`src/phystat_pkg.sv`:
```
// constants and register layout of the phy status and identifier bank
// Notes on behaviour
// (RL1) capability bits 14..11 read one: fast and slow, full and half duplex
// (RL2) bit 8 reads one: gigabit abilities live in extended status register 0x0F; the read port does not decode 0x0F, so a read there returns zero
// (RL3) bit 6 reads one; frames with suppressed preamble are accepted
// (RL4) bit 5 reads zero until negotiation completes, then one
// (RL5) bit 4 sets on remote fault, clears when the register is read
// (RL6) bit 3 reads one: negotiation able
// (RL7) bit 2 latches low on link loss until read; reread for current state
// (RL8) bit 1 sets on jabber, clears when the register is read
// (RL9) bit 0 reads one: extended register set present
// (RL10) both identifier registers form a 32-bit org id, model, revision value
// (RL11) first identifier register holds org id bits 3..18; top two bits dropped
// (RL12) second identifier bits 15..10 hold org id bits 19..24 in order
// (RL13) second identifier bits 9..4 hold six-bit model number, msb at 9
// (RL14) second identifier bits 3..0 hold four-bit revision, msb at 3
// (RL15) writes to status and identifier registers are ignored
package phystat_pkg;
  localparam logic [4:0] OFS_BASIC_STATUS = 5'h01;
  localparam logic [4:0] OFS_IDENTIFIER_HIGH = 5'h02;
  localparam logic [4:0] OFS_IDENTIFIER_LOW = 5'h03;
  localparam logic [4:0] OFS_IRQ_STATUS = 5'h10;
  localparam logic [4:0] OFS_IRQ_MASK = 5'h11;
  localparam logic [4:0] OFS_EXT_STATUS = 5'h0F;
  localparam int BIT_FAST_FULL = 14;
  localparam int BIT_FAST_HALF = 13;
  localparam int BIT_SLOW_FULL = 12;
  localparam int BIT_SLOW_HALF = 11;
  localparam int BIT_GIGABIT_STATUS = 8;
  localparam int BIT_SHORT_PREAMBLE = 6;
  localparam int BIT_NEG_DONE = 5;
  localparam int BIT_REMOTE_FAULT = 4;
  localparam int BIT_NEG_ABLE = 3;
  localparam int BIT_LINK_UP = 2;
  localparam int BIT_BABBLE = 1;
  localparam int BIT_EXT_REGS = 0;
  localparam logic [15:0] BASIC_STATUS_RESET = 16'h7949;
  // irq status bits: remote fault, babble, link loss, negotiation done
  localparam int IRQ_FAULT = 0;
  localparam int IRQ_BABBLE = 1;
  localparam int IRQ_LINK_LOSS = 2;
  localparam int IRQ_NEG_DONE = 3;
  localparam logic [3:0] IRQ_RESET = 4'h0;
  localparam logic [15:0] RDATA_RESET = 16'h0000;
endpackage : phystat_pkg

```
`src/phystat_regs.sv`:
```
// phy basic status and identifier register bank
//
// Local design decision: the address-and-strobe port.
`timescale 1ns/10ps
`default_nettype none
module phystat_regs
  import phystat_pkg::*;
#(
  // arbitrary neutral identity values
  parameter logic [23:0] ORG_ID = 24'h00A5C3,
  parameter logic [5:0] MODEL_NUM = 6'h2A,
  parameter logic [3:0] REVISION_NUM = 4'h3
) (
  input wire logic core_clk,
  input wire logic rst,
  input wire logic [4:0] regAddr,
  input wire logic [15:0] regWdata,
  input wire logic regWrite,
  input wire logic regRead,
  output logic [15:0] regRdata,
  input wire logic negotiationDone,
  input wire logic remoteFault,
  input wire logic linkUp,
  input wire logic babble,
  output logic shortPreambleAccept,
  output logic irq
);

  // ***************************************
  // input synchronisers
  // ***************************************
  logic [3:0] syncA_q;
  logic [3:0] syncB_q;
  logic negDoneS;
  logic faultS;
  logic linkS;
  logic babbleS;

  always_ff @(posedge core_clk) begin
    if (rst) begin
      syncA_q <= 4'h0;
      syncB_q <= 4'h0;
    end else begin
      syncA_q <= {babble, linkUp, remoteFault, negotiationDone};
      syncB_q <= syncA_q;
    end
  end

  assign negDoneS = syncB_q[0];
  assign faultS = syncB_q[1];
  assign linkS = syncB_q[2];
  assign babbleS = syncB_q[3];

  // ***************************************
  // latched status fields
  // ***************************************
  logic statusRead;
  logic faultLatched_q;
  logic babbleLatched_q;
  logic linkLatchedLow_q;
  logic linkPrev_q;
  logic negPrev_q;

  assign statusRead = regRead && (regAddr == OFS_BASIC_STATUS);
  assign shortPreambleAccept = 1'b1; // RL3

  // event during the read cycle wins, so it is never lost
  always_ff @(posedge core_clk) begin
    if (rst) begin
      faultLatched_q <= 1'b0;
    end else if (faultS) begin
      faultLatched_q <= 1'b1; // RL5
    end else if (statusRead) begin
      faultLatched_q <= 1'b0; // RL5
    end
  end

  always_ff @(posedge core_clk) begin
    if (rst) begin
      babbleLatched_q <= 1'b0;
    end else if (babbleS) begin
      babbleLatched_q <= 1'b1; // RL8
    end else if (statusRead) begin
      babbleLatched_q <= 1'b0; // RL8
    end
  end

  // latch low: loss holds zero; a read reloads the present level
  always_ff @(posedge core_clk) begin
    if (rst) begin
      linkLatchedLow_q <= 1'b0;
    end else if (!linkS) begin
      linkLatchedLow_q <= 1'b0; // RL7
    end else if (statusRead) begin
      linkLatchedLow_q <= 1'b1; // RL7
    end
  end

  always_ff @(posedge core_clk) begin
    if (rst) begin
      linkPrev_q <= 1'b0;
      negPrev_q <= 1'b0;
    end else begin
      linkPrev_q <= linkS;
      negPrev_q <= negDoneS;
    end
  end

  // ***************************************
  // register images
  // ***************************************
  logic [15:0] basicStatus;
  logic [15:0] idHigh;
  logic [15:0] idLow;

  always_comb begin
    basicStatus = 16'h0000;
    basicStatus[BIT_FAST_FULL] = 1'b1; // RL1
    basicStatus[BIT_FAST_HALF] = 1'b1; // RL1
    basicStatus[BIT_SLOW_FULL] = 1'b1; // RL1
    basicStatus[BIT_SLOW_HALF] = 1'b1; // RL1
    basicStatus[BIT_GIGABIT_STATUS] = 1'b1; // RL2
    basicStatus[BIT_SHORT_PREAMBLE] = shortPreambleAccept; // RL3
    basicStatus[BIT_NEG_DONE] = negDoneS; // RL4
    basicStatus[BIT_REMOTE_FAULT] = faultLatched_q; // RL5
    basicStatus[BIT_NEG_ABLE] = 1'b1; // RL6
    basicStatus[BIT_LINK_UP] = linkLatchedLow_q; // RL7
    basicStatus[BIT_BABBLE] = babbleLatched_q; // RL8
    basicStatus[BIT_EXT_REGS] = 1'b1; // RL9
  end

  // org id bit 1 is the msb, i.e. ORG_ID[23]; bits 3..18 are [21:6]
  assign idHigh = ORG_ID[21:6]; // RL10 RL11
  assign idLow = {ORG_ID[5:0], MODEL_NUM, REVISION_NUM}; // RL10 RL12 RL13 RL14

  // ***************************************
  // interrupts
  // ***************************************
  logic [3:0] irqStatus_q;
  logic [3:0] irqMask_q;
  logic [3:0] irqEvent;
  logic [3:0] irqClear;

  assign irqEvent = {negDoneS & ~negPrev_q, linkPrev_q & ~linkS, babbleS, faultS};
  assign irqClear = (regWrite && regAddr == OFS_IRQ_STATUS) ? regWdata[3:0] : 4'h0;

  always_ff @(posedge core_clk) begin
    if (rst) begin
      irqStatus_q <= IRQ_RESET;
    end else begin
      irqStatus_q <= (irqStatus_q & ~irqClear) | irqEvent;
    end
  end

  // status and identifier writes fall through: no storage to change
  always_ff @(posedge core_clk) begin
    if (rst) begin
      irqMask_q <= IRQ_RESET;
    end else if (regWrite && regAddr == OFS_IRQ_MASK) begin
      irqMask_q <= regWdata[3:0]; // RL15
    end
  end

  assign irq = |(irqStatus_q & irqMask_q);

  // ***************************************
  // read port
  // ***************************************
  always_ff @(posedge core_clk) begin
    if (rst) begin
      regRdata <= RDATA_RESET;
    end else if (regRead) begin
      case (regAddr)
        OFS_BASIC_STATUS: regRdata <= basicStatus;
        OFS_IDENTIFIER_HIGH: regRdata <= idHigh;
        OFS_IDENTIFIER_LOW: regRdata <= idLow;
        OFS_IRQ_STATUS: regRdata <= {12'h000, irqStatus_q};
        OFS_IRQ_MASK: regRdata <= {12'h000, irqMask_q};
        default: regRdata <= RDATA_RESET;
      endcase
    end else begin
      regRdata <= RDATA_RESET;
    end
  end

  // ***************************************
  // assertions
  // ***************************************
  property p_caps;
    @(posedge core_clk) disable iff (rst)
      regRead && regAddr == OFS_BASIC_STATUS |=> regRdata[14:11] == 4'hF && regRdata[8] && regRdata[6];
  endproperty
  a_caps: assert property (p_caps) else $error("capability bits not one"); // RL1

  property p_ext;
    @(posedge core_clk) disable iff (rst)
      regRead && regAddr == OFS_BASIC_STATUS |=> regRdata[3] && regRdata[0] && !regRdata[15];
  endproperty
  a_ext: assert property (p_ext) else $error("ability bits wrong"); // RL9

  property p_negdone;
    @(posedge core_clk) disable iff (rst)
      regRead && regAddr == OFS_BASIC_STATUS |=> regRdata[5] == $past(negDoneS);
  endproperty
  a_negdone: assert property (p_negdone) else $error("negotiation done mismatch"); // RL4

  property p_faultclr;
    @(posedge core_clk) disable iff (rst)
      statusRead && !faultS ##1 !faultS |=> !regRdata[4] || !$past(statusRead);
  endproperty
  a_faultclr: assert property (p_faultclr) else $error("fault not cleared"); // RL5

  property p_fault;
    @(posedge core_clk) disable iff (rst) faultS |=> faultLatched_q;
  endproperty
  a_fault: assert property (p_fault) else $error("fault not latched"); // RL5

  property p_babble;
    @(posedge core_clk) disable iff (rst) statusRead && !babbleS |=> !babbleLatched_q;
  endproperty
  a_babble: assert property (p_babble) else $error("babble not cleared"); // RL8

  property p_linklow;
    @(posedge core_clk) disable iff (rst) !linkS ##1 (linkS && !statusRead) [*2] |-> !linkLatchedLow_q;
  endproperty
  a_linklow: assert property (p_linklow) else $error("link latch released early"); // RL7

  property p_id;
    @(posedge core_clk) disable iff (rst)
      regRead && regAddr == OFS_IDENTIFIER_LOW |=> regRdata == {ORG_ID[5:0], MODEL_NUM, REVISION_NUM};
  endproperty
  a_id: assert property (p_id) else $error("identifier low wrong"); // RL12

  property p_idhi;
    @(posedge core_clk) disable iff (rst)
      regRead && regAddr == OFS_IDENTIFIER_HIGH |=> regRdata == ORG_ID[21:6];
  endproperty
  a_idhi: assert property (p_idhi) else $error("identifier high wrong"); // RL11

  property p_shortpre;
    @(posedge core_clk) disable iff (rst)
      shortPreambleAccept;
  endproperty
  a_shortpre: assert property (p_shortpre) else $error("short preamble flag low"); // RL3

  property p_reserved;
    @(posedge core_clk) disable iff (rst)
      regRead && regAddr == OFS_BASIC_STATUS |=> regRdata[10:9] == 2'h0 && !regRdata[7];
  endproperty
  a_reserved: assert property (p_reserved) else $error("reserved status bits set"); // RL1

  property p_fault_hold;
    @(posedge core_clk) disable iff (rst)
      faultLatched_q && !statusRead |=> faultLatched_q;
  endproperty
  a_fault_hold: assert property (p_fault_hold) else $error("fault latch lost"); // RL5

  property p_fault_read;
    @(posedge core_clk) disable iff (rst)
      statusRead && faultLatched_q |=> regRdata[4];
  endproperty
  a_fault_read: assert property (p_fault_read) else $error("fault not reported"); // RL5

  property p_babble_set;
    @(posedge core_clk) disable iff (rst)
      babbleS |=> babbleLatched_q;
  endproperty
  a_babble_set: assert property (p_babble_set) else $error("babble not latched"); // RL8

  property p_babble_hold;
    @(posedge core_clk) disable iff (rst)
      babbleLatched_q && !statusRead |=> babbleLatched_q;
  endproperty
  a_babble_hold: assert property (p_babble_hold) else $error("babble latch lost"); // RL8

  property p_babble_read;
    @(posedge core_clk) disable iff (rst)
      statusRead && babbleLatched_q |=> regRdata[1];
  endproperty
  a_babble_read: assert property (p_babble_read) else $error("babble not reported"); // RL8

  property p_link_drop;
    @(posedge core_clk) disable iff (rst)
      !linkS |=> !linkLatchedLow_q;
  endproperty
  a_link_drop: assert property (p_link_drop) else $error("link loss not latched"); // RL7

  property p_link_reload;
    @(posedge core_clk) disable iff (rst)
      statusRead && linkS |=> linkLatchedLow_q;
  endproperty
  a_link_reload: assert property (p_link_reload) else $error("link not reloaded on read"); // RL7

  property p_link_read;
    @(posedge core_clk) disable iff (rst)
      statusRead |=> regRdata[2] == $past(linkLatchedLow_q);
  endproperty
  a_link_read: assert property (p_link_read) else $error("link bit not reported"); // RL7

  property p_idlo_model;
    @(posedge core_clk) disable iff (rst)
      regRead && regAddr == OFS_IDENTIFIER_LOW |=> regRdata[9:4] == MODEL_NUM;
  endproperty
  a_idlo_model: assert property (p_idlo_model) else $error("model number wrong"); // RL13

  property p_idlo_rev;
    @(posedge core_clk) disable iff (rst)
      regRead && regAddr == OFS_IDENTIFIER_LOW |=> regRdata[3:0] == REVISION_NUM;
  endproperty
  a_idlo_rev: assert property (p_idlo_rev) else $error("revision number wrong"); // RL14

  property p_status_wr;
    @(posedge core_clk) disable iff (rst)
      regWrite && !regRead && regAddr == OFS_BASIC_STATUS && !faultS |=> faultLatched_q == $past(faultLatched_q);
  endproperty
  a_status_wr: assert property (p_status_wr) else $error("status write changed a field"); // RL15

  property p_rdata_idle;
    @(posedge core_clk) disable iff (rst)
      !regRead |=> regRdata == 16'h0000;
  endproperty
  a_rdata_idle: assert property (p_rdata_idle) else $error("read data not cleared");

  property p_irq_set;
    @(posedge core_clk) disable iff (rst)
      faultS |=> irqStatus_q[IRQ_FAULT];
  endproperty
  a_irq_set: assert property (p_irq_set) else $error("fault event not flagged");

  property p_irq_clear;
    @(posedge core_clk) disable iff (rst)
      regWrite && regAddr == OFS_IRQ_STATUS && regWdata[3:0] == 4'hF && irqEvent == 4'h0 |=> irqStatus_q == 4'h0;
  endproperty
  a_irq_clear: assert property (p_irq_clear) else $error("event flags not cleared");

  property p_irq_mask;
    @(posedge core_clk) disable iff (rst)
      regWrite && regAddr == OFS_IRQ_MASK |=> irqMask_q == $past(regWdata[3:0]);
  endproperty
  a_irq_mask: assert property (p_irq_mask) else $error("mask write lost");

  property p_irq_off;
    @(posedge core_clk) disable iff (rst)
      irqMask_q == 4'h0 |-> !irq;
  endproperty
  a_irq_off: assert property (p_irq_off) else $error("masked interrupt raised");

endmodule : phystat_regs
`default_nettype wire

```
`config.mk`:
```
export PLATFORM = sky130hd
export DESIGN_NAME = phystat_regs
export DESIGN_NICKNAME = d
export VERILOG_FILES = /design/src/phystat_pkg.sv /design/src/phystat_regs.sv
export SDC_FILE = /design/constraint.sdc
export NUM_CORES = 1
export LEC_CHECK = 0
export ABC_AREA = 1
export BUFFER_PORTS_ARGS = -buffer_cell sky130_fd_sc_hd__buf_2
export CAP_MARGIN = 20
export CORE_MARGIN = 5
export CORE_UTILIZATION = 25
export CTS_CLUSTER_DIAMETER = 150
export DETAILED_ROUTE_END_ITERATION = 10
export SETUP_SLACK_MARGIN = 0.05
export SLEW_MARGIN = 0
export SYNTH_ARGS = -nofsm -noshare
export SYNTH_HDL_FRONTEND = slang
export SYNTH_SLANG_ARGS = --single-unit
```
`constraint.sdc`:
```
create_clock -name core_clk -period 1.2 [get_ports core_clk]
set_input_delay 0.24 -clock core_clk [delete_from_list [all_inputs] [get_ports core_clk]]
set_output_delay 0.24 -clock core_clk [all_outputs]
set_load 0.02 [all_outputs]
```
# Yosys cells after proc, flatten, opt, wreduce, memory -nomap -nowiden
# Cells that the tools add are included.
# W data, S select, Z words.
op_classes:
  n_reduce_logical: 8
  n_eq_ne: 5
  bitwise: 9
  muxes: 5
op_table:
  columns: ["operator", "n"]
  rows:
  - ["$pmux W15 S5", 1]
  - ["$eq A5 B2 Y1 const B", 2]
  - ["$eq A5 B5 Y1 const B", 2]
  - ["$and A4 B4 Y4", 2]
  - ["$eq A5 B1 Y1 const B", 1]
  - ["$mux W4", 1]
  - ["$not A4 Y4", 1]
  - ["$or A4 B4 Y4", 1]
  - ["$reduce_bool A2 Y1", 2]
  - ["$reduce_or A2 Y1", 2]
  - ["$reduce_or A4 Y1", 1]
  - ["$logic_and A1 B1 Y1", 3]
  - ["$mux W1", 3]
  - ["$not A1 Y1", 3]
  - ["$and A1 B1 Y1", 2]
word_totals:
  ff_bits: 37
  in_bits: 29
  out_inout_bits: 18

# Logic depth before layout (Yosys ltp)
# Gate-level depths: netlist (run 1).
logic_depth:
  depth_word: 6
  depth_mapped: 7
  mapped_depth_nobuf: 7

# Worst setup path before layout (run 1)
# No wires, ideal clock.
synth_path:
  kind: "input -> register"
  from: "input port regAddr[0]"
  to: "register irqStatus_q[3]"
  cell_stages: 6
  setup_slack_ns: 0.172
  t_arrival_ns: 0.907
  required_time_ns: 1.079
  path_buffers: 0
  cell_sequence: "inv_1 nand2_1 nor2_2 nand3_1 nand3_1 o21ai_0"
synth_between:
  elab_chain_cells: 6
synth_rtl:
  columns: ["element", "line", "rtl"]
  rows:
  - ["start: declaration", "phystat_regs.sv:16", "input wire logic [4:0] regAddr,"]
  - ["$eq A5 B5 Y1", "phystat_regs.sv:145", "assign irqClear = (regWrite && regAddr == OFS_IRQ_STATUS) ? regWdata[3:0] : 4'h0;"]
  - ["$logic_and A1 B1 Y1", "phystat_regs.sv:145", null]
  - ["$mux W4", "phystat_regs.sv:145", null]
  - ["$not A4 Y4", "phystat_regs.sv:151", "irqStatus_q <= (irqStatus_q & ~irqClear) | irqEvent;"]
  - ["$and A4 B4 Y4", "phystat_regs.sv:151", null]
  - ["$or A4 B4 Y4", "phystat_regs.sv:151", null]
  - ["end signal: assignment", "phystat_regs.sv:151", null]
  - ["end: declaration", "phystat_regs.sv:139", "logic [3:0] irqStatus_q;"]
# No other way between the ends.
# A chain may end at the register's enable or synchronous reset.

# Final worst setup path (run 1)
layout_path:
  from: "register irqStatus_q[1]"
  to: "output port irq"
layout_between:
  elab_chain_cells: 2
layout_rtl:
  columns: ["element", "line", "rtl"]
  rows:
  - ["$and A4 B4 Y4", "phystat_regs.sv:164", "assign irq = |(irqStatus_q & irqMask_q);"]
  - ["$reduce_or A4 Y1", "phystat_regs.sv:164", null]
  - ["end: declaration", "phystat_regs.sv:26", "output logic irq"]
# No other way between the ends.

==> results of run 1 <==
[kinds of logic (layout without fill, tap and decap cells)]
kind of cell           Yosys count  after routing
DFF                             31             31
buffers and inverters           33             72
other                            2              2
and+or+nand+nor                 81             81
AOI/OAI and AO/OA               12             12
[routing by layer]
metal | up-vias | part of all wire, % | GRT usage, % | routed length, um
met1 | 450 | 44 | 10.2 | 1180
li1 | 555 | - | - | -
met5 | - | 0 | 0 | 0
met4 | 0 | 1.7 | 4.56 | 46
met2 | 40 | 44 | 13.5 | 1180
met3 | 7 | 9.5 | 3.81 | 251
[layout by cell type, fill, tap and decap left out, types with 5 or more instances in the layout]
master    count
clkbuf_8      5
buf_2        31
nor2_1       29
dfxtp_2       8
nand4_1       7
buf_4        10
inv_1        23
nand3_1      10
nand2_1      27
a21oi_1       8
dfxtp_1      23
[final timing paths]
path / start / endpoint / slack [ps] / cells after the start
setup / recovery: irqStatus_q[1] / irq / 30 / 3
hold / removal: linkUp / syncA_q[2] / 150 / 3
setup reg to reg: irqStatus_q[2] / regRdata[2] / 320 / 5
hold reg to reg: syncA_q[2] / syncB_q[2] / 400 / 2
[flip-flops by register name (all words and copies together) (netlist names)]
register / count
faultLatched_q: 1
irqMask_q: 4
linkPrev_q: 1
regRdata: 10
negPrev_q: 1
syncA_q: 4
babbleLatched_q: 1
syncB_q: 4
linkLatchedLow_q: 1
irqStatus_q: 4
[layout make-up]
class | instances | area, sq um | share of cell area [%]
Inverter | 23 | 86.3 | 5.34
Timing Repair Buffer | 41 | 230 | 14.2
Sequential cell | 31 | 631 | 39.0
Multi-Input combinational cell | 95 | 473 | 29.3
Tap cell | 67 | 83.8 | 5.19
Clock buffer | 5 | 68.8 | 4.26
Clock inverter | 3 | 43.8 | 2.71
[metrics by stage]
stage / hold WS [ps] / worst slack (ps) / power (mW) / instance area, sq um
final: 151 / 25.4 / 2.25 / 1620
after global routing: 157 / -16.1 / 2.36 / 1620
after CTS: 146 / 4.12 / 2.29 / 1610
after detailed placement: 392 / 20.7 / 1.25 / 1460
after global placement: 390 / 23.6 / 1.25 / 1460
after floorplan: 347 / 172 / 1.19 / 1240
[where the power goes]
group | total [mW] | switching (mW) | internal, mW
Clock | 1.01 | 0.393 | 0.617
Sequential | 1.07 | 0.0126 | 1.06
Combinational | 0.171 | 0.105 | 0.0659
[timing repair]
action | in CTS | in global routing
setup buffers | 4 | 0
gates resized for setup | 6 | 4
setup endpoints to repair | 1 | 6
pin swaps | 2 | 2
[tightest hold or removal path, stage by stage]
cell and delay (ps):
buf_2 70, inv_1 30, nor2_1 60
==> reports/qor.txt, run 1 <==
FP Rows: 25
CP endpoint kind: primary output
Most common cell in the netlist: dfxtp_1
Number of DRC markers in iteration 0: 33
Routed Antenna Nets: 0
GR Overflow Total: 0
Xor/xnor cell area share of the yosys netlist: 0%
Upper clock frequency limit: 851 MHz
Worst Skew: 4.03 ps
Placed Cells: 253
Clock Path Buffers: 2
Dpl hpwl: 1970 um
Synth warn: 0
Buf/Inv on CP: 1
Core area: 0.00479 sq mm
Cell family with most CP delay: flip-flops
Cts hold-fix bufs: 0
Most used flip-flop cell after synthesis: dfxtp_1
Kind of critical path: register to primary output
Final Hold Fails: 0
Setup violators final: 0
CTS Root Cell: clkbuf_8
Compound-gate portion of the synthesized area: 5.23%
Distinct cell type count after synthesis: 21
Setup crit start kind: register
Leak: 0.795 nW
Vias: 1052
Clock latency at the later pin of the worst-skew pair: 280 ps
Antenna Cells: 0
Synthesis-stage register bit count: 31
Detailed-route DRC error count: 0
Fin Setup TNS: 0 ps
Top cell types by occurrence after synthesis: dfxtp_1, nor2_1, nand2_1, inv_1, nand3_1
Maxcap violations: 0
Htree depth: 2
Post-synthesis mux area share: 0%
Die W: 80.5 um
Area Growth Syn to Fin: 30.0%
Hold Path Class: input pin to register
Final Wtd Congestion: 0.759
Total track usage: 8.77%
Top cell type's share of synthesized area: 49.9%
Final core occ: 33.8%
Clock transition at path regs: 70 ps
Data required, critical path: 960 ps
Non-Filler Instances: 265
Crit-path max FO: 2
Port Buf Inserts: 32
Fillers: 528
Post-synthesis area per instance: 7.82 sq um
Syn Nets: 188
DR pass1 iterations: 4
IO Count: 47
Initial antenna violation count: 0
Synth area leaders: dfxtp_1, nor2_1, nand2_1
Count of final max-slew check failures: 0
First-pass GRT wire length: 4240 um
Starting Density: 26.0%
Post-Synth Simple-Gate Area: 32.0%
Status: complete, no violations
Area leader, netlist: dfxtp_1
Worst vdd ir: 0.000816 V
RSZ-0062 raised after global routing: true
Cells after Synth: 159
Number of global-route vias before repair: 952
Sequential share of the synthesized area: 49.9%
Fin crit share: 97.9%
Largest family of logic cells by synthesized area: simple AND/OR/NAND/NOR gates
Final #Nets: 226
Die Span Y: 80.5 um
WL final: 2650 um
Post-Syn Area: 0.00124 sq mm
Slowest stage delay, CP: 330 ps
Wire per inst: 10.0 um
PwrDens: 1390 mW/mm^2
CTS Sinks: 31
Via density: 3.97
Crit path time final: 1170 ps
Adder-Cell Fraction of Synth Area: 0%
Slowest cell on the critical path: dfxtp_2
DIE AREA: 0.00649 sq mm
CTS tree: done
Share of flip-flops with an asynchronous set or reset: 0%
Largest net degree at the start of global routing: 16
Share of layout cells above drive strength 1: 32.3%
Ordered list of cells on the worst path: nand2_1 -> nand4_1 -> buf_4
Number of synthesized flops with an enable pin: 0
Cts bufs inserted: 5
Critical path arrival: 930 ps
Note: power is estimated with default switching activity, not from simulation.
==> run 2: changes to the inputs <==
--- a/config.mk
+++ b/config.mk
@@ -12,6 +12,7 @@
 export CORE_UTILIZATION = 25
 export CTS_CLUSTER_DIAMETER = 150
 export DETAILED_ROUTE_END_ITERATION = 10
+export PLACE_DENSITY_LB_ADDON = 0.12
 export SETUP_SLACK_MARGIN = 0.05
 export SLEW_MARGIN = 0
 export SYNTH_ARGS = -nofsm -noshare
==> run 2 against run 1 <==
  * Highest routed layer unchanged
  * Final cell count down 0.38%
  * Via count up 0.57%
  * Combinational power down 3%
  * Maximum frequency down 1.6%
  * Setup slack worse by 19 ps
  * Clock-buffer cell count up 3
  * Clock skew down 3.3 ps
  * Flip-flop and latch count unchanged
  * Design area down 1.5%
  * Worst hold slack better by 13 ps
  * Routed wire length up 2.1%
  * Total power down 5.8%
  * Critical path type unchanged
==> reports/qor.txt, run 2 (synthesis gave the netlist of run 1 again) <==
Status: complete, no violations
Setup crit start kind: register
Starting Density: 26.0% (unchanged)
Most common cell after layout, fill and taps aside: buf_2
Number of global-route vias before repair: 986 (+3.6%)
Htree depth: 2 (unchanged)
Port Buf Inserts: 32 (unchanged)
Max reg flops: 10 (unchanged)
Die Span Y: 80.5 um (unchanged)
Switching Fraction: 22.4% (-0.21 points)
Ordered list of cells on the worst path: nand2_1 -> nand4_1 -> buf_4
Die W: 80.5 um (unchanged)
Post-route cell area: 0.00159 sq mm (-1.5%)
Data required, critical path: 960 ps (about the same)
Area Growth Syn to Fin: 28.0%
Slowest cell on the critical path: dfxtp_2
Placed Cells: 254 (+0.40%)
Final Hold Fails: 0 (unchanged)
P_int: 1.65 mW (-5.5%)
Detailed-route DRC error count: 0 (unchanged)
Final #Nets: 225 (-0.44%)
Fin crit share: 99.5% (+1.6 points)
DR pass1 iterations: 4 (unchanged)
Cts bufs inserted: 5 (unchanged)
Combinational share of power: 7.8% (+0.2 points)
Hold Path Class: input pin to register
Clock share of power: 41.6% (-3.2 points)
PwrDens: 1330 mW/mm^2 (-4.3%)
Fin Setup TNS: 0 ps (unchanged)
Total Power: 2.12 mW (-5.8%)
Switch Pwr: 0.477 mW (-6.7%)
Upper clock frequency limit: 838 MHz (-1.6%)
Worst Skew: 0.686 ps (-3.34 ps)
Worst vdd ir: 0.000620 V (-24%)
IO Count: 47 (unchanged)
Cell family with most CP delay: flip-flops
Crit path time final: 1190 ps (+19.0 ps)
Crit-path max FO: 3 (+1)
Number of DRC markers in iteration 0: 64 (+94%)
GR Overflow Total: 0 (unchanged)
Total track usage: 9.42% (+0.65 points)
Commonest non-fill, non-tap cells in the layout: buf_2, nor2_1, nand2_1
First-pass GRT wire length: 4630 um (+9.1%)
Via density: 4.01 (+0.95%)
Slowest stage delay, CP: 330 ps (about the same)
Leak: 0.780 nW (-1.8%)
Initial antenna violation count: 0 (unchanged)
Dpl hpwl: 2100 um (+6.5%)
Core area: 0.00479 sq mm (unchanged)
Non-Filler Instances: 264 (-0.38%)
Vias: 1058 (+0.57%)
Buf/Inv on CP: 1 (unchanged)
CTS Root Cell: clkbuf_8
Count of final max-slew check failures: 0 (unchanged)
FP Rows: 25 (unchanged)
DIE AREA: 0.00649 sq mm (unchanged)
Top reg by flops: regRdata
Share of layout cells above drive strength 1: 29.9% (-2.4 points)
Worst hold slack: 164 ps (+13.1 ps)
Kind of critical path: register to primary output
Setup violators final: 0 (unchanged)
Placed cell areas: 0.00147 sq mm (+0.51%)
Final core occ: 33.3% (-0.52 points)
CTS Sinks: 31 (unchanged)
RSZ-0062 raised after global routing: true
Critical path arrival: 950 ps (+20 ps)
Clock transition at path regs: 60 ps (about the same)
WL final: 2710 um (+2.1%)
Dpl ws: 10.9 ps (-9.79 ps)
Clock latency at the later pin of the worst-skew pair: 270 ps (about the same)
PnR worst setup slack: 6.37 ps (-19.0 ps)
Maxcap violations: 0 (unchanged)
Routed Antenna Nets: 0 (unchanged)
CP endpoint kind: primary output
Antenna Cells: 0 (unchanged)
Clock Path Buffers: 2 (unchanged)
Largest net degree at the start of global routing: 16 (unchanged)
CTS tree: done
Sequential Power Share: 50.6% (+3.0 points)
Final Wtd Congestion: 0.790 (+4.0%)
Wire per inst: 10.3 um (+2.5%)
run 2: final timing paths:
kind | startpoint | end | slack, ps | cells past startpoint
max reg2reg | irqStatus_q[1] | regRdata[1] | 320 | 5
max | irqMask_q[3] | irq | 6 | 3
min | linkUp | syncA_q[2] | 160 | 3
min reg2reg | syncA_q[2] | syncB_q[2] | 400 | 2
run 2: power by group through the flow:
stage	sequential [mW]	combinational, mW	clock, mW
5_1_grt	1.08	0.188	0.984
4_1_cts	1.07	0.167	0.919
3_3_place_gp	1.10	0.160	0
6_report	1.07	0.166	0.884
2_1_floorplan	1.09	0.0925	0
3_5_place_dp	1.10	0.162	0
run 2: worst min-delay path: stages:
cell,delay (ps)
buf_2,90
inv_1,40
nor2_1,30
run 2: layer usage:
metal,GRT usage (%),vias to the layer above,wire length [um]
met4,4.56,0,48
met1,11.4,458,1230
met2,14.5,34,1230
li1,-,559,-
met3,3.70,7,200
met5,0,-,0
run 2: area by class of cell:
class                      count  area, sq um
sequential                    31          628
clock buffer                   8          100
tap                           67         83.8
fill                         529         3190
inverter                      23         86.3
timing repair buffer          40          223
multi-input combinational     95          470
run 2: what timing repair did:
| action | in CTS | in global routing |
|---|---|---|
| hold buffers | 0 | 0 |
| resized for setup | 6 | 1 |
| setup endpoints to repair | 1 | 1 |
| setup buffers | 2 | 0 |
| pin swaps | 0 | 2 |
